**src/hdl/ppc_pkg.sv**
```systemverilog
// What this block does
// - A first-port pull enable turns the pull device on for an input pin, or for an open-drain pin with pull-up polarity, never for a push-pull output.
// - The first-port pull enables leave reset set, with pull-up polarity selected.
// - Polarity 0 gives a pull-up for input or open-drain pins, polarity 1 a pull-down for input pins only.
// - A set open-drain bit lets the first-port buffer drive low only, a clear bit gives push-pull, inputs unaffected.
// - The second-port data register reads the latch where direction is 1 and the pin where it is 0, writes always taken.
// - The second-port input register is read-only and a write to it changes nothing.
// - The input register always returns the sampled pin levels whatever the direction.
// - Second-port direction bits make a pin an input at 0 and an output at 1, readable and writable at any time.
// - After a direction change, data and input reads may need two bus cycles before they are correct.
// - A reduced-drive bit selects about one-third drive at 1 and full drive at 0, ignored for inputs.
// - First-port direction bits regain control of a pin once the peripheral forcing it lets go.
package ppc_pkg;

    // ----------------------------------------
    // Register indices and byte addresses
    // ----------------------------------------
    localparam logic [7:0] PPC_IDX_M_PULL_EN = 8'h14;
    localparam logic [7:0] PPC_IDX_M_PULL_POL = 8'h15;
    localparam logic [7:0] PPC_IDX_M_OPEN_DRAIN = 8'h16;
    localparam logic [7:0] PPC_IDX_P_LATCH = 8'h18;
    localparam logic [7:0] PPC_IDX_P_LEVELS = 8'h19;
    localparam logic [7:0] PPC_IDX_P_DIR = 8'h1a;
    localparam logic [7:0] PPC_IDX_P_DRIVE = 8'h1b;
    localparam int PPC_ADDR_W = 8;
    localparam int PPC_ADDR_SHIFT = 2;

    // ----------------------------------------
    // Reset values
    // ----------------------------------------
    localparam logic [7:0] PPC_RST_M_PULL_EN = 8'hff;
    localparam logic [7:0] PPC_RST_M_PULL_POL = 8'h00;
    localparam logic [7:0] PPC_RST_M_OPEN_DRAIN = 8'h00;
    localparam logic [7:0] PPC_RST_P_LATCH = 8'h00;
    localparam logic [7:0] PPC_RST_P_DIR = 8'h00;
    localparam logic [7:0] PPC_RST_P_DRIVE = 8'h00;

    // ----------------------------------------
    // Bus answer and timing
    // ----------------------------------------
    localparam logic [1:0] PPC_RESP_OKAY = 2'h0;
    localparam logic [1:0] PPC_RESP_DECODE_ERR = 2'h3;
    localparam int PPC_SYNC_STAGES = 2;
    localparam int PPC_DIR_SETTLE_CYCLES = 2;

    // ----------------------------------------
    // Decode result
    // ----------------------------------------
    typedef enum logic [2:0] {
        PPC_SEL_NONE = 3'b000,
        PPC_SEL_M_PULL_EN = 3'b001,
        PPC_SEL_M_PULL_POL = 3'b010,
        PPC_SEL_M_OPEN_DRAIN = 3'b011,
        PPC_SEL_P_LATCH = 3'b100,
        PPC_SEL_P_LEVELS = 3'b101,
        PPC_SEL_P_DIR = 3'b110,
        PPC_SEL_P_DRIVE = 3'b111
    } ppc_sel_t;

    // ----------------------------------------
    // Bus handshake states
    // ----------------------------------------
    typedef enum logic [0:0] {
        PPC_BUS_IDLE = 1'b0,
        PPC_BUS_ANSWER = 1'b1
    } ppc_bus_state_t;

    // ----------------------------------------
    // Pad control bundles
    // ----------------------------------------
    typedef struct packed {
        logic [5:0] drive;
        logic [5:0] oe;
        logic [5:0] pull_up;
        logic [5:0] pull_down;
    } ppc_m_pad_t;

    typedef struct packed {
        logic [7:0] drive;
        logic [7:0] oe;
        logic [7:0] reduced;
    } ppc_p_pad_t;

endpackage : ppc_pkg

```
**src/hdl/ppc_top.sv**
```systemverilog
// The Avalon-MM interface to the registers was left to the implementer.
`timescale 1ns/1ps
`default_nettype none
module ppc_top
    import ppc_pkg::*;
#(
    parameter int M_PINS = 6,
    parameter int P_PINS = 8
) (
    // Clock, reset, enable
    input wire logic clk_sys_in,
    input wire logic rst_n_in,
    input wire logic ce_in,
    // Avalon-MM slave
    input wire logic [PPC_ADDR_W-1:0] avs_address_in,
    input wire logic avs_read_in,
    input wire logic avs_write_in,
    input wire logic [3:0] avs_byteenable_in,
    input wire logic [31:0] avs_writedata_in,
    output logic [31:0] avs_readdata_out,
    output logic [1:0] avs_response_out,
    output logic avs_waitrequest_out,
    // First port pin control
    input wire logic [5:0] first_port_direction_in,
    input wire logic [5:0] first_port_data_in,
    input wire logic [5:0] periph_force_en_in,
    input wire logic [5:0] periph_force_dir_in,
    output ppc_m_pad_t first_port_pad_out,
    // Second port pins
    input wire logic [7:0] second_port_pin_in,
    output ppc_p_pad_t second_port_pad_out
);

    // ----------------------------------------
    // Parameter check
    // ----------------------------------------
    if (M_PINS != 6 || P_PINS != 8) begin : g_bad_width
        $error("ppc_top supports six first-port and eight second-port pins only");
    end

    // ----------------------------------------
    // Address decode
    // ----------------------------------------
    function automatic ppc_sel_t decode_addr(input logic [PPC_ADDR_W-1:0] addr);
        logic [7:0] idx;
        idx = {2'h0, addr[PPC_ADDR_W-1:PPC_ADDR_SHIFT]};
        if (addr[PPC_ADDR_SHIFT-1:0] != 2'h0) begin
            decode_addr = PPC_SEL_NONE;
        end else if (idx == PPC_IDX_M_PULL_EN) begin
            decode_addr = PPC_SEL_M_PULL_EN;
        end else if (idx == PPC_IDX_M_PULL_POL) begin
            decode_addr = PPC_SEL_M_PULL_POL;
        end else if (idx == PPC_IDX_M_OPEN_DRAIN) begin
            decode_addr = PPC_SEL_M_OPEN_DRAIN;
        end else if (idx == PPC_IDX_P_LATCH) begin
            decode_addr = PPC_SEL_P_LATCH;
        end else if (idx == PPC_IDX_P_LEVELS) begin
            decode_addr = PPC_SEL_P_LEVELS;
        end else if (idx == PPC_IDX_P_DIR) begin
            decode_addr = PPC_SEL_P_DIR;
        end else if (idx == PPC_IDX_P_DRIVE) begin
            decode_addr = PPC_SEL_P_DRIVE;
        end else begin
            decode_addr = PPC_SEL_NONE;
        end
    endfunction : decode_addr

    // ----------------------------------------
    // Mixed readback of latch and pins
    // ----------------------------------------
    function automatic logic [7:0] latch_or_pin(input logic [7:0] dir, input logic [7:0] latch,
                                               input logic [7:0] pin);
        latch_or_pin = (dir & latch) | (~dir & pin);
    endfunction : latch_or_pin

    // ----------------------------------------
    // Storage
    // ----------------------------------------
    logic [5:0] first_port_pull_enable;
    logic [5:0] first_port_pull_polarity;
    logic [5:0] first_port_open_drain;
    logic [7:0] second_port_output_latch;
    logic [7:0] second_port_direction;
    logic [7:0] second_port_drive_strength;
    logic [7:0] second_port_pin_levels;
    ppc_bus_state_t bus_state;
    ppc_bus_state_t next_bus_state;

    // ----------------------------------------
    // Bus handshake
    // ----------------------------------------
    logic bus_req;
    logic bus_commit;
    logic wr_commit;
    logic lane0;
    ppc_sel_t sel;
    logic [7:0] wr_byte;

    assign bus_req = (avs_read_in | avs_write_in) & ce_in;
    assign sel = decode_addr(avs_address_in);
    assign lane0 = avs_byteenable_in[0];
    assign wr_byte = avs_writedata_in[7:0];
    // One wait cycle; data and answer settle in it
    assign bus_commit = bus_req & (bus_state == PPC_BUS_ANSWER);
    assign wr_commit = bus_commit & avs_write_in & lane0;
    assign avs_waitrequest_out = (avs_read_in | avs_write_in) & ~bus_commit;

    always_comb begin
        next_bus_state = bus_state;
        case (bus_state)
            PPC_BUS_IDLE: begin
                if (bus_req) begin
                    next_bus_state = PPC_BUS_ANSWER;
                end
            end
            PPC_BUS_ANSWER: begin
                next_bus_state = PPC_BUS_IDLE;
            end
            default: begin
                next_bus_state = PPC_BUS_IDLE;
            end
        endcase
    end

    always_ff @(posedge clk_sys_in or negedge rst_n_in) begin
        if (!rst_n_in) begin
            bus_state <= PPC_BUS_IDLE;
        end else if (ce_in) begin
            bus_state <= next_bus_state;
        end
    end

    // ----------------------------------------
    // First port configuration
    // ----------------------------------------
    always_ff @(posedge clk_sys_in or negedge rst_n_in) begin
        if (!rst_n_in) begin
            first_port_pull_enable <= PPC_RST_M_PULL_EN[5:0];
        end else if (ce_in && wr_commit && sel == PPC_SEL_M_PULL_EN) begin
            first_port_pull_enable <= wr_byte[5:0];
        end
    end

    always_ff @(posedge clk_sys_in or negedge rst_n_in) begin
        if (!rst_n_in) begin
            first_port_pull_polarity <= PPC_RST_M_PULL_POL[5:0];
        end else if (ce_in && wr_commit && sel == PPC_SEL_M_PULL_POL) begin
            first_port_pull_polarity <= wr_byte[5:0];
        end
    end

    always_ff @(posedge clk_sys_in or negedge rst_n_in) begin
        if (!rst_n_in) begin
            first_port_open_drain <= PPC_RST_M_OPEN_DRAIN[5:0];
        end else if (ce_in && wr_commit && sel == PPC_SEL_M_OPEN_DRAIN) begin
            first_port_open_drain <= wr_byte[5:0];
        end
    end

    // ----------------------------------------
    // Second port configuration
    // ----------------------------------------
    always_ff @(posedge clk_sys_in or negedge rst_n_in) begin
        if (!rst_n_in) begin
            second_port_output_latch <= PPC_RST_P_LATCH;
        end else if (ce_in && wr_commit && sel == PPC_SEL_P_LATCH) begin
            second_port_output_latch <= wr_byte;
        end
    end

    // Levels register has no write path at all
    always_ff @(posedge clk_sys_in or negedge rst_n_in) begin
        if (!rst_n_in) begin
            second_port_direction <= PPC_RST_P_DIR;
        end else if (ce_in && wr_commit && sel == PPC_SEL_P_DIR) begin
            second_port_direction <= wr_byte;
        end
    end

    always_ff @(posedge clk_sys_in or negedge rst_n_in) begin
        if (!rst_n_in) begin
            second_port_drive_strength <= PPC_RST_P_DRIVE;
        end else if (ce_in && wr_commit && sel == PPC_SEL_P_DRIVE) begin
            second_port_drive_strength <= wr_byte;
        end
    end

    // ----------------------------------------
    // Pin level synchroniser
    // ----------------------------------------
    // Pins are sampled two cycles late, hence the settling window
    ppc_sync #(
        .WIDTH(8)
    ) u_pin_sync (
        .clk_sys_in(clk_sys_in),
        .rst_n_in(rst_n_in),
        .ce_in(ce_in),
        .async_in(second_port_pin_in),
        .sync_out(second_port_pin_levels)
    );

    // ----------------------------------------
    // Read data and answer
    // ----------------------------------------
    logic [7:0] rd_byte;
    logic rd_hit;

    always_comb begin
        rd_byte = 8'h00;
        rd_hit = 1'b1;
        case (sel)
            PPC_SEL_M_PULL_EN: begin
                rd_byte = {2'h0, first_port_pull_enable};
            end
            PPC_SEL_M_PULL_POL: begin
                rd_byte = {2'h0, first_port_pull_polarity};
            end
            PPC_SEL_M_OPEN_DRAIN: begin
                rd_byte = {2'h0, first_port_open_drain};
            end
            PPC_SEL_P_LATCH: begin
                rd_byte = latch_or_pin(second_port_direction, second_port_output_latch,
                                       second_port_pin_levels);
            end
            PPC_SEL_P_LEVELS: begin
                rd_byte = second_port_pin_levels;
            end
            PPC_SEL_P_DIR: begin
                rd_byte = second_port_direction;
            end
            PPC_SEL_P_DRIVE: begin
                rd_byte = second_port_drive_strength;
            end
            default: begin
                rd_hit = 1'b0;
            end
        endcase
    end

    // Loaded in the wait cycle so data stands at the accepting edge
    always_ff @(posedge clk_sys_in or negedge rst_n_in) begin
        if (!rst_n_in) begin
            avs_readdata_out <= 32'h0000_0000;
        end else if (ce_in && bus_req && bus_state == PPC_BUS_IDLE) begin
            avs_readdata_out <= avs_read_in ? {24'h00_0000, rd_byte} : 32'h0000_0000;
        end
    end

    always_ff @(posedge clk_sys_in or negedge rst_n_in) begin
        if (!rst_n_in) begin
            avs_response_out <= PPC_RESP_OKAY;
        end else if (ce_in && bus_req && bus_state == PPC_BUS_IDLE) begin
            avs_response_out <= rd_hit ? PPC_RESP_OKAY : PPC_RESP_DECODE_ERR;
        end
    end

    // ----------------------------------------
    // First port pad control
    // ----------------------------------------
    logic [5:0] m_dir;
    logic [5:0] m_active_drive;

    // Peripheral force wins while enabled, then the direction bits return
    assign m_dir = (periph_force_en_in & periph_force_dir_in) |
                   (~periph_force_en_in & first_port_direction_in);
    // Open drain: buffer enabled only to pull low
    assign m_active_drive = m_dir & (~first_port_open_drain | ~first_port_data_in);

    always_ff @(posedge clk_sys_in or negedge rst_n_in) begin
        if (!rst_n_in) begin
            first_port_pad_out <= '0;
        end else if (ce_in) begin
            first_port_pad_out.drive <= first_port_data_in & ~first_port_open_drain;
            first_port_pad_out.oe <= m_active_drive;
            first_port_pad_out.pull_up <= first_port_pull_enable & ~first_port_pull_polarity &
                                          (~m_dir | first_port_open_drain);
            first_port_pad_out.pull_down <= first_port_pull_enable & first_port_pull_polarity &
                                            ~m_dir;
        end
    end

    // ----------------------------------------
    // Second port pad control
    // ----------------------------------------
    always_ff @(posedge clk_sys_in or negedge rst_n_in) begin
        if (!rst_n_in) begin
            second_port_pad_out <= '0;
        end else if (ce_in) begin
            second_port_pad_out.drive <= second_port_output_latch;
            second_port_pad_out.oe <= second_port_direction;
            second_port_pad_out.reduced <= second_port_drive_strength &
                                           second_port_direction;
        end
    end

endmodule : ppc_top
`default_nettype wire

```
**src/hdl/ppc_sync.sv**
```systemverilog
`timescale 1ns/1ps
`default_nettype none
module ppc_sync
    import ppc_pkg::*;
#(
    parameter int WIDTH = 8
) (
    // Clock and reset
    input wire logic clk_sys_in,
    input wire logic rst_n_in,
    input wire logic ce_in,
    // Levels
    input wire logic [WIDTH-1:0] async_in,
    output logic [WIDTH-1:0] sync_out
);

    logic [WIDTH-1:0] stage_one;
    logic [WIDTH-1:0] stage_two;

    // ----------------------------------------
    // Two flops, first read only by second
    // ----------------------------------------
    always_ff @(posedge clk_sys_in or negedge rst_n_in) begin
        if (!rst_n_in) begin
            stage_one <= '0;
            stage_two <= '0;
        end else if (ce_in) begin
            stage_one <= async_in;
            stage_two <= stage_one;
        end
    end

    assign sync_out = stage_two;

endmodule : ppc_sync
`default_nettype wire

```
**config.mk**
```make
export PLATFORM = sky130hd
export DESIGN_NAME = ppc_top
export DESIGN_NICKNAME = d
export VERILOG_FILES = /design/src/hdl/ppc_pkg.sv /design/src/hdl/ppc_top.sv /design/src/hdl/ppc_sync.sv
export SDC_FILE = /design/constraint.sdc
export NUM_CORES = 1
export LEC_CHECK = 0
export ABC_AREA = 1
export BUFFER_PORTS_ARGS = -buffer_cell sky130_fd_sc_hd__buf_4
export CAP_MARGIN = 20
export CORE_ASPECT_RATIO = 1.5
export CORE_MARGIN = 3
export CORE_UTILIZATION = 55
export DETAILED_ROUTE_END_ITERATION = 8
export GPL_TIMING_DRIVEN = 0
export PLACE_DENSITY = 0.85
export SLEW_MARGIN = 20
export SYNTH_ARGS = -nofsm -noshare
export SYNTH_HDL_FRONTEND = slang
export SYNTH_SLANG_ARGS = --single-unit
```
**constraint.sdc**
```tcl
create_clock -name clk_sys_in -period 4.8 [get_ports clk_sys_in]
set_clock_uncertainty 0.15 [all_clocks]
set_input_delay 0.96 -clock clk_sys_in [delete_from_list [all_inputs] [get_ports clk_sys_in]]
set_output_delay 0.96 -clock clk_sys_in [all_outputs]
set_load 0.1 [all_outputs]
```
==> results, run 1 <==
- Gates resized during post-CTS repair numbered 0.
- The post-placement setup slack is roughly 1600 ps.
- The worst hold path begins at u_pin_sync.stage_one[3].
- The final setup slack of the worst path is between 1500 and 2000 ps.
- The die extent in y is between 100 and 150 um.
- After floorplanning, the core was divided into 43 placement rows.
- The worst slew margin relative to its limit is about two fifths.
- The total negative setup slack is 0 ps.
- The initial antenna violation count was 0.
- Global routing used 29.21% of the available tracks.
- The setup violation total in the final timing report is 0.
- For this design the ratio of total power to cell area is about 380 mW/mm2.
- In this run the worst hold path is classified as reg -> reg.
- The clock-pin slew of the registers on the worst-case setup and hold paths is roughly 50 ps.
- The max-slew violation count is 0.
- The cell taking the most area after synthesis is dfrtp_1.
- In this run the number of H-tree levels came out at 4.
- In this run the biggest area consumer among cell types represents around half of the synthesized area.
- The worst-case IR drop observed on VDD is ~0.28 mV.
- The area of the die is between 0.01 and 0.015 mm2.
- The placed instance count is 890.
- The setup path with the least slack is of type in -> out.
- The cell count after synthesis came out at between 600 and 700.
- The average instance area after synthesis is about 8.3 um2.
- Once layout is complete, the cells apart from fillers number 922.
- The number of hold buffers added after cts is 0.
- Detailed placement ended at an HPWL of around 11000 um.
- Counting along the longest clock path gives a buffer depth of 2.
- The via count of the first global-routing pass is 4814.
- The TritonCTS sink count is ~120.
- The final cycle utilization of the critical path is between 60% and 70%.
- During I/O placement, the number of pins put on the boundary was 164.
- The starting utilization of the core area is 57.27%.
- The number of failing hold endpoints at the final stage came to 0.
- The first detailed-routing pass took 7 iterations.
- By area the synthesized netlist is led by dfrtp_1, nand2_1, o21ai_0.
- The first-iteration detailed-routing DRC count is around 340.
- The actual transition at the worst max-transition pin is 896.9 ps.
- The maximum clock frequency is roughly 320 MHz.
- The category of the worst setup path capture point is a primary output.
- Leaving out fill and tap cells, the most frequent cell in the layout is nand2_1.
- The post-detailed-route via-to-cell ratio is ~5.3.
- The synthesized netlist contains 27 unique library cells.
- The register-to-register setup slack is 2380 ps.
- The detailed-route wire length per cell is between 15 and 20 um.
- Counting cells, the worst reg-to-reg path comes to 5.
- Setup repair after global routing left no endpoint under its margin.
- The first-pass GRT wire length is approximately 24000 um.
- The instance count along the most critical hold path is 2.
- The beginning of the worst register-to-register path is bus_state.
- The signal arrival time at the worst endpoint is ~2000 ps.
- After detailed routing, the total wire length is roughly 16000 um.
- The type of origin of the critical path is an input port.
- Summing all placed instances gives a cell area of about 0.0064 mm2.
- Hold timing on the final database bottoms out at a slack of approximately 320 ps.
- The worst hold path terminates at u_pin_sync.stage_one[3].
- For this design the static power due to leakage is 3.715 nW.
- The antenna diode count is 0.
- Of the cells placed in the final design, the portion with a size suffix greater than 1 is around a quarter.
- Max-cap violations in this run came to 0.
- The highest-delay cell along the critical path is clkbuf_1.
- The routed layout has roughly 4900 vias.
- The CTS tree is done.
- The core region area is 0.009361 mm2.
- In the routed design, unresolved DRC markers number 0.
- The latest clock arrival within the worst-skew pair is around 410 ps.
- Synthesis inferred around 120 register bits.
- The final standard cell area without fillers is around 0.007 mm2.
- The final critical delay including setup and external delays is between 3000 and 4000 ps.
- The run finished with clean final reports.
- Entering global routing, the biggest net connects between 100 and 150 pins.
- The endpoint of the most critical register-to-register path is second_port_output_latch[1].
- The tree is rooted in a clkbuf_16.
- The net count of the finished layout is around 900.
- The maximum fanout along the worst path is 10.
- The worst endpoint required time is about 3700 ps.
- Among the stages of the critical path, the cell type that occurs most often is buf_4.
- The global placer's final weighted congestion is around 0.9.
- The die boundary width is between 80 and 90 um.
- The post-CTS repair timing setup buffer count is 0.
- During placement, the flow inserted port buffers numbering 111.
- During synthesis, Yosys emitted a total of 0 warnings.
- The synthesis-to-layout area growth is 31.18%.
- Global routing finished with a remaining overflow of 0.
- The cell area after synthesis is around 0.0054 mm2.
- In this design, the stage delay of the slowest critical-path cell is 450 ps.
- The number of routed nets with antenna violations is 0.
- In the layout the commonest cells are nand2_1, buf_4, dfrtp_1, o21ai_0, nor2_1.
- The clock buffer count from CTS is 17.
- The sequential area share after synthesis is a little over half.
- The critical path goes through buf_4, clkbuf_1, a21oi_1, buf_4.
worst max-delay path: cells and delay by family:
kind	cells	cell delay (ps)
AOI/OAI and AO/OA	1	140
buffers and inverters	3	890
layout make-up:
type                       instances  area [um2]
buffer                            51       296.5
clock buffer                      23       478.0
clock inverter                     9       127.6
fill                             696        2328
inverter                          36       135.1
multi-input combinational        464        2106
sequential                       116        2910
tap                              112       140.1
timing repair buffer             111       839.6
registers in the layout, indices dropped and copies added, names as in the netlist, 6 cells and up:
name and count:
avs_readdata_out 8, first_port_open_drain 6, first_port_pad_out 24, first_port_pull_enable 6, first_port_pull_polarity 6, second_port_direction 8
second_port_drive_strength 8, second_port_output_latch 8, second_port_pad_out 24, u_pin_sync.stage_one 8, u_pin_sync.sync_out 8
cells by family after synthesis:
kind of cell	Yosys count	synth area share, %
AO/OA/AOI/OAI	91	9.475
flip-flops	116	54.28
multiplexers	7	1.307
other	1	0.06994
buffers and inverters	87	8.051
AND/OR/NAND/NOR	342	26.81
through the flow:
stage / utilization (%) / total power (W)
floorplan: - / 0.001312
global placement: 68.59 / 0.001417
detailed placement: 68.63 / 0.001424
CTS: 75.10 / 0.002699
global route: 75.13 / 0.002763
finish: 75.13 / 0.002691
per-layer routing:
metal  track usage, %  wire (um)
met1            32.63       5591
met2            51.13       8362
met3            6.628       1044
met4            14.86        602
met5                0          0
power breakdown:
| part | switching [W] | leakage (nW) | internal (W) |
|---|---|---|---|
| Clock | 0.000429 | 0.289 | 0.000853 |
| Combinational | 0.000291 | 1.88 | 0.0000869 |
| Sequential | 0.0000203 | 1.54 | 0.00101 |
| Total | 0.000740 | 3.72 | 0.00195 |
cell usage after synthesis:
cell / number
nor3_1: 2
buf_4: 26
inv_1: 32
a22o_1: 6
mux2i_1: 7
inv_2: 3
o21ai_0: 64
dfstp_2: 6
nor4_4: 1
buf_1: 4
nor2_1: 40
dfrtp_1: 110
o21ai_1: 8
nand3_2: 3
nor2_4: 3
o21a_1: 3
clkbuf_1: 15
o41ai_1: 6
nand2_2: 2
clkinv_1: 1
buf_2: 6
a21oi_1: 4
nor2_2: 2
nand3_1: 38
conb_1: 1
nand4_1: 14
nand2_1: 237
worst max path at each step:
stage | start | end | slack (ps) | cells after the start
floorplan | ce_in | avs_waitrequest_out | 920 | 3
global placement | avs_address_in[1] | second_port_output_latch[5] | 1690 | 8
detailed placement | ce_in | second_port_output_latch[2] | 1640 | 6
CTS | ce_in | avs_waitrequest_out | 1710 | 4
global route | ce_in | avs_waitrequest_out | 1640 | 4
finish | ce_in | avs_waitrequest_out | 1680 | 4
No activity file was read; power rests on OpenSTA's default activity.
==> inputs of run 2 (changes only) <==
CORE_UTILIZATION = 51   (was 55)
PLACE_DENSITY = 0.79   (was 0.85)
clock period = 2.9 ns   (was 4.8 ns; I/O delays follow)
==> run 2 against run 1 <==
Effect of this change: critical path depth increased by 2; critical path type is now reg -> reg; final cell count increased by 3.4%; hold slack got worse by 100 ps; largest cell class unchanged; power increased by 68%; utilization decreased by 5.3 points; sequential power increased by 66%; via count increased by 2.1%.
==> results, run 2 (synthesis results as in run 1) <==
- The maximum fanout along the worst path was 10 (unchanged).
- The starting utilization of the core area is 52.61% (was 57.27%).
- The number of nets in the layout is 880 (was 878).
- The type of origin of the critical path was a register (was input port).
- The number of optimization iterations in the first detailed-route pass came to 5 (was 7).
- The clock group share of total power is 48.4% (was 47.6%).
- The first-pass GRT wire length is 25870 um (was 24250 um).
- The die boundary width is 89.72 um (was 86.62 um).
- The worst hold-check slack is 221.6 ps (was 321.7 ps).
- The buffer cell driving the clock tree root is clkbuf_16 (unchanged).
- The number of hold buffers added after cts came to 1 (was 0).
- The number of fill cells in the layout is 790 (was 696).
- Outcome: completed (unchanged).
- The clock period could shrink to around 2400 ps.
- The area of the die is 0.01180 mm2 (was 0.01099 mm2).
- The worst endpoint required time was 3020 ps (was 3690 ps).
- RSZ-0062 raised after global routing: no (unchanged).
- The final cycle utilization of the critical path is between 80% and 90%.
- The total DRC errors in the routed layout is 0 (unchanged).
- The CTS tree is done (unchanged).
- The largest net degree at the start of global routing came to 68 (was 117).
- The number of max-cap violations came to 0 (unchanged).
- The total via count in the routed design is 5025 (was 4923).
- The core region area was 0.01019 mm2 (was 0.009361 mm2).
- The maximum buffer depth of the clock tree came to 2 (unchanged).
- The final standard cell area without fillers is 0.007119 mm2 (was 0.007033 mm2).
- The areal power density over the cells is 636.8 mW/mm2 (was 382.7 mW/mm2).
- The power after layout is 0.004534 W (was 0.002691 W).
- The category of the worst setup path capture point is a register (was primary output).
- Most frequent cells in the layout: nand2_1, buf_4, dfrtp_1, o21ai_0, nor2_1 (unchanged).
- The register share of total power came to 37.6% (was 38.3%).
- The synthesis-to-layout area growth is 32.79% (was 31.18%).
- The most common cell after layout, fill and taps aside was nand2_1 (unchanged).
- The first-iteration detailed-routing DRC count is 370 (was 335).
- The antenna diode count is 0 (unchanged).
- The kind of critical path was reg -> reg (was in -> out).
- The clock-pin slew of the registers on the worst-case setup and hold paths was 60 ps (was 50 ps).
- The max-slew violation count came to 0 (unchanged).
- The initial antenna violation count is 0 (unchanged).
- The worst slew margin relative to its limit came to 55.62% (was 40.21%).
- The number of top-level pins was 164 (unchanged).
- The setup violation total in the final timing report is 0 (unchanged).
- The TritonCTS sink count is 116 (unchanged).
- The latest clock arrival within the worst-skew pair came to 410 ps (about the same).
- The total global routing track utilization is 27.92% (was 29.21%).
- The fraction of power spent switching nets is 28.17% (was 27.49%).
- The clock buffer count from CTS is 17 (unchanged).
- The internal power consumption is 0.003257 W (was 0.001952 W).
- Regs by FF count: first_port_pad_out (24), second_port_pad_out (24) (unchanged).
- The signal arrival time at the worst endpoint is 2520 ps (was 2010 ps).
- The aggregate global routing overflow is 0 (unchanged).
- The maximum vdd ir drop is 0.4364 mV (was 0.2832 mV).
- The static power due to leakage is 3.735 nW (was 3.715 nW).
- The post-CTS resize count is 0 (unchanged).
- The logic gate share of total power was 14.0% (about the same).
- The count of buffers from port buffering is 111 (unchanged).
- The post-CTS repair timing setup buffer count is 0 (unchanged).
- The via count of the first global-routing pass is 5029 (was 4814).
- The cell area reported after detailed placement is 0.006492 mm2 (was 0.006425 mm2).
- The total net switching power is 0.001277 W (was 0.0007399 W).
- The total negative setup slack is 0 ps (unchanged).
- The die extent in y came to 131.6 um (was 126.9 um).
- The actual transition at the worst max-transition pin came to 665.6 ps (was 896.9 ps).
- The H-tree depth reported by CTS is 4 (unchanged).
- The fraction of final layout cells sized beyond drive strength 1 is 24.01% (was 23.70%).
- The post-detailed-placement half-perimeter wirelength is 11510 um (was 11220 um).
- The number of routed nets with antenna violations was 0 (unchanged).
- The number of failing hold endpoints at the final stage is 0 (unchanged).
- The detailed-route wire length per cell is 16.82 um (was 16.92 um).
- The detailed-route wire length is 16030 um (was 15600 um).
- The row count is 45 (was 43).
- The post-detailed-route via-to-cell ratio was 5.273 (was 5.339).
- The global placer's final weighted congestion is 0.8887 (was 0.9173).
- The path type of the worst min-delay path is in -> reg (was reg -> reg).
- The maximum clock frequency is around 420 MHz.
-- run 2: cell types whose count changed in the layout (fill, tap and decap cells not counted), sizes merged --
cell,change
buf,+2
clkbuf,-5
dlygate4sd3,+1
bufinv,+1
clkinv,+3
-- run 2: layout make-up --
cell class                 count  area (um2)  share of cell area (%)
multi-input combinational    464        2110                   29.63
sequential                   116        2910                   40.88
tap                          141       176.4                   2.478
timing repair buffer         113       874.6                   12.28
clock inverter                13       183.9                   2.583
inverter                      36       135.1                   1.898
buffer                        51       296.5                   4.165
clock buffer                  19       432.9                   6.081
-- run 2: worst max-delay path: stages (launching register included) --
cell      delay (ps)
dfrtp_1          380
inv_1             90
nor4_4           540
nand4_1          500
clkbuf_1         380
nand2_1          120
o21ai_0           80
-- run 2: stage by stage --
step,worst slack (ps),cells,utilization (%)
after floorplan,322.0,667,-
after global placement,173.2,919,63.40
after detailed placement,144.4,920,63.71
after CTS,527.1,953,69.86
after global routing,359.3,953,69.86
final,500.2,953,69.86
-- run 2: per-layer routing --
metal | global-route usage, % | part of all wire, %
met1 | 30.85 | 37
met5 | 0 | 0
met2 | 50.71 | 54
met3 | 6.586 | 5.3
met4 | 12.11 | 3.6
-- run 2: power by group through the flow --
stage | registers, W | logic, W | clock network, W
after floorplan | 0.00188 | 0.000294 | 0
after global placement | 0.00173 | 0.000619 | 0
after detailed placement | 0.00173 | 0.000631 | 0
after CTS | 0.00171 | 0.000635 | 0.00220
after global routing | 0.00171 | 0.000670 | 0.00228
final | 0.00171 | 0.000634 | 0.00219
-- run 2: worst paths after layout --
path | start | end | slack, ps | depth (start not counted)
setup / recovery | bus_state | second_port_output_latch[6] | 500 | 6
hold / removal | second_port_pin_in[5] | u_pin_sync.stage_one[5] | 220 | 3
setup reg to reg | bus_state | second_port_output_latch[6] | 500 | 6
hold reg to reg | u_pin_sync.stage_one[0] | u_pin_sync.stage_one[0] | 320 | 2
max in group asynchronous | rst_n_in | first_port_pull_enable[2] | 1330 | 3
min in group asynchronous | rst_n_in | first_port_pad_out[0] | 530 | 2
==> inputs of run 3 (changes only) <==
clock period = 2.47 ns   (was 2.9 ns; I/O delays follow)
==> run 3 against run 2 <==
Effect of this change: sequential cell count did not move; worst setup slack got worse by 270 ps; combinational power up 17%; largest power group unchanged; highest routed layer unchanged.
==> results, run 3 (synthesis results as in run 1) <==
- Outcome: completed (unchanged).
- The count of placed standard cells in the final layout, fillers left out was 956 (was 953).
- The post-detailed-route via-to-cell ratio is 5.228 (was 5.273).
- The initial antenna violation count came to 0 (unchanged).
- The areal power density over the cells was 744.6 mW/mm2 (was 636.8 mW/mm2).
- The detailed-route wire length came to 16010 um (was 16030 um).
- The latest clock arrival within the worst-skew pair is 410 ps (about the same).
- The category of the worst setup path capture point was a register (unchanged).
- The antenna diode count is 0 (unchanged).
- The detailed-route wire length per cell is 16.74 um (was 16.82 um).
- Most frequent cells in the layout: nand2_1, buf_4, dfrtp_1, o21ai_0, nor2_1 (unchanged).
- The origin of the worst min-delay path is second_port_pin_in[5] (unchanged).
- The instance count along the most critical hold path came to 3 (unchanged).
- The setup violation total in the final timing report is 0 (unchanged).
- The depth of the most critical reg-to-reg path came to 5 (was 6).
- The fraction of final layout cells sized beyond drive strength 1 is 24.29% (was 24.01%).
- The path type of the worst min-delay path is in -> reg (unchanged).
- The most common cell after layout, fill and taps aside is nand2_1 (unchanged).
- The starting utilization of the core area is 52.61% (unchanged).
- The final cycle utilization of the critical path is between 90 and 100%.
- The row count is 45 (unchanged).
- The CTS tree was done (unchanged).
- The placed instance count is 920 (unchanged).
- The via count of the first global-routing pass is 5029 (unchanged).
- The global placer's final weighted congestion is 0.8887 (unchanged).
- The core region area was 0.01019 mm2 (unchanged).
- The terminating pin of the worst hold path was u_pin_sync.stage_one[5] (unchanged).
- The total global routing track utilization is 27.92% (unchanged).
- The number of top-level pins was 164 (unchanged).
- The static power due to leakage is 3.748 nW (was 3.735 nW).
- The maximum vdd ir drop is 0.5076 mV (was 0.4364 mV).
- The maximum fanout along the worst path is 10 (unchanged).
- The beginning of the worst register-to-register path is bus_state (unchanged).
- The final critical delay including setup and external delays is between 2000 and 2500 ps.
- The TritonCTS sink count is 116 (unchanged).
- The kind of critical path is in -> reg (was reg -> reg).
- The register-to-register setup slack is 300 ps (was 500 ps).
- The clock buffer count from CTS is 17 (unchanged).
- The number of routed nets with antenna violations is 0 (unchanged).
- The worst slew margin relative to its limit was 54.00% (was 55.62%).
- The power after layout is 0.005318 W (was 0.004534 W).
- The synthesis-to-layout area growth was 33.21% (was 32.79%).
- The clock-pin slew of the registers on the worst-case setup and hold paths is 60 ps (about the same).
- Regs by FF count: first_port_pad_out (24), second_port_pad_out (24) (unchanged).
- The area of the die is 0.01180 mm2 (unchanged).
- The type of origin of the critical path is an input port (was register).
- The total via count in the routed design came to 4998 (was 5025).
- The count of buffers from port buffering was 111 (unchanged).
- The number of optimization iterations in the first detailed-route pass is 5 (unchanged).
- The post-CTS resize count is 0 (unchanged).
- The die boundary width is 89.72 um (unchanged).
- The signal arrival time at the worst endpoint is 2440 ps (was 2520 ps).
- The first-pass GRT wire length is 25870 um (unchanged).
- RSZ-0062 raised after global routing: no (unchanged).
- The number of nets in the layout was 883 (was 880).
- The aggregate global routing overflow is 0 (unchanged).
- The buffer cell driving the clock tree root is clkbuf_16 (unchanged).
- The endpoint of the most critical register-to-register path is second_port_direction[2] (was second_port_output_latch[6]).
- The number of max-cap violations came to 0 (unchanged).
- The maximum buffer depth of the clock tree came to 2 (unchanged).
- The number of failing hold endpoints at the final stage is 0 (unchanged).
- The post-detailed-placement half-perimeter wirelength is 11510 um (unchanged).
- The die extent in y came to 131.6 um (unchanged).
- The H-tree depth reported by CTS came to 4 (unchanged).
- The total DRC errors in the routed layout is 0 (unchanged).
- The first-iteration detailed-routing DRC count is 402 (was 370).
- The worst endpoint required time is 2670 ps (was 3020 ps).
- The maximum clock frequency is between 400 and 500 MHz.
- The max-slew violation count is 0 (unchanged).
- The largest net degree at the start of global routing is 68 (unchanged).
- The actual transition at the worst max-transition pin is 689.9 ps (was 665.6 ps).
run 3: repair_timing:
item | CTS | global route
hold buffers | 1 | 0
buffers inserted | 0 | 3
hold endpoints to repair | 47 | 0
setup endpoints to repair | 0 | 2
run 3: worst max-delay path, cell delays in order:
cell     delay (ps)
buf_4           110
nor2_1          200
nand3_1         170
nand3_1         180
nand2_1          80
buf_2           220
inv_2           170
nand3_1         280
nor2_1          190
nor2_1           60
nand2_1         140
nand2_1          80
nand2_1          70
run 3: how the worst max path moves through the flow:
stage	startpoint	to	slack, ps	cells after the start
after floorplan	ce_in	avs_waitrequest_out	60	3
after global placement	avs_address_in[1]	second_port_output_latch[5]	-170	8
after detailed placement	avs_address_in[1]	second_port_output_latch[6]	-200	8
after CTS	bus_state	second_port_output_latch[6]	100	6
after global routing	avs_address_in[6]	avs_readdata_out[1]	5	14
final	avs_address_in[5]	avs_readdata_out[0]	230	13
run 3: per-layer routing:
layer	global-route usage, %	routed length [um]	up-vias
met4	12.11	536	0
met3	6.586	961	35
met2	50.71	8704	207
li1	-	-	2358
met5	0	0	-
met1	30.85	5804	2398
run 3: through the flow:
step	utilization, %	setup slack (ps)	hold slack, ps	setup TNS (ps)	instance area, um2
2_1_floorplan	-	63.95	48.41	0	5451
3_3_place_gp	63.40	-170.8	307.2	-1677	6461
3_5_place_dp	63.71	-199.6	314.1	-2513	6492
4_1_cts	69.86	97.09	129.1	0	7119
5_1_grt	70.08	4.502	139.9	0	7142
6_report	70.08	232.0	135.6	0	7142
run 3: area by class of cell:
type / instances / area, um2
Sequential cell: 116 / 2910
Multi-Input combinational cell: 464 / 2110
Clock inverter: 13 / 183.9
Buffer: 51 / 296.5
Timing Repair Buffer: 116 / 897.1
Tap cell: 141 / 176.4
Fill cell: 791 / 3049
Clock buffer: 19 / 432.9
Inverter: 36 / 135.1
run 3: power by group:
part / switching (W) / internal [W] / total, W / leakage (nW)
clock: 0.000887 / 0.00168 / 0.00257 / 0.293
combinational: 0.000568 / 0.000175 / 0.000743 / 1.91
sequential: 0.0000395 / 0.00196 / 0.00200 / 1.54
total: 0.00149 / 0.00382 / 0.00532 / 3.75
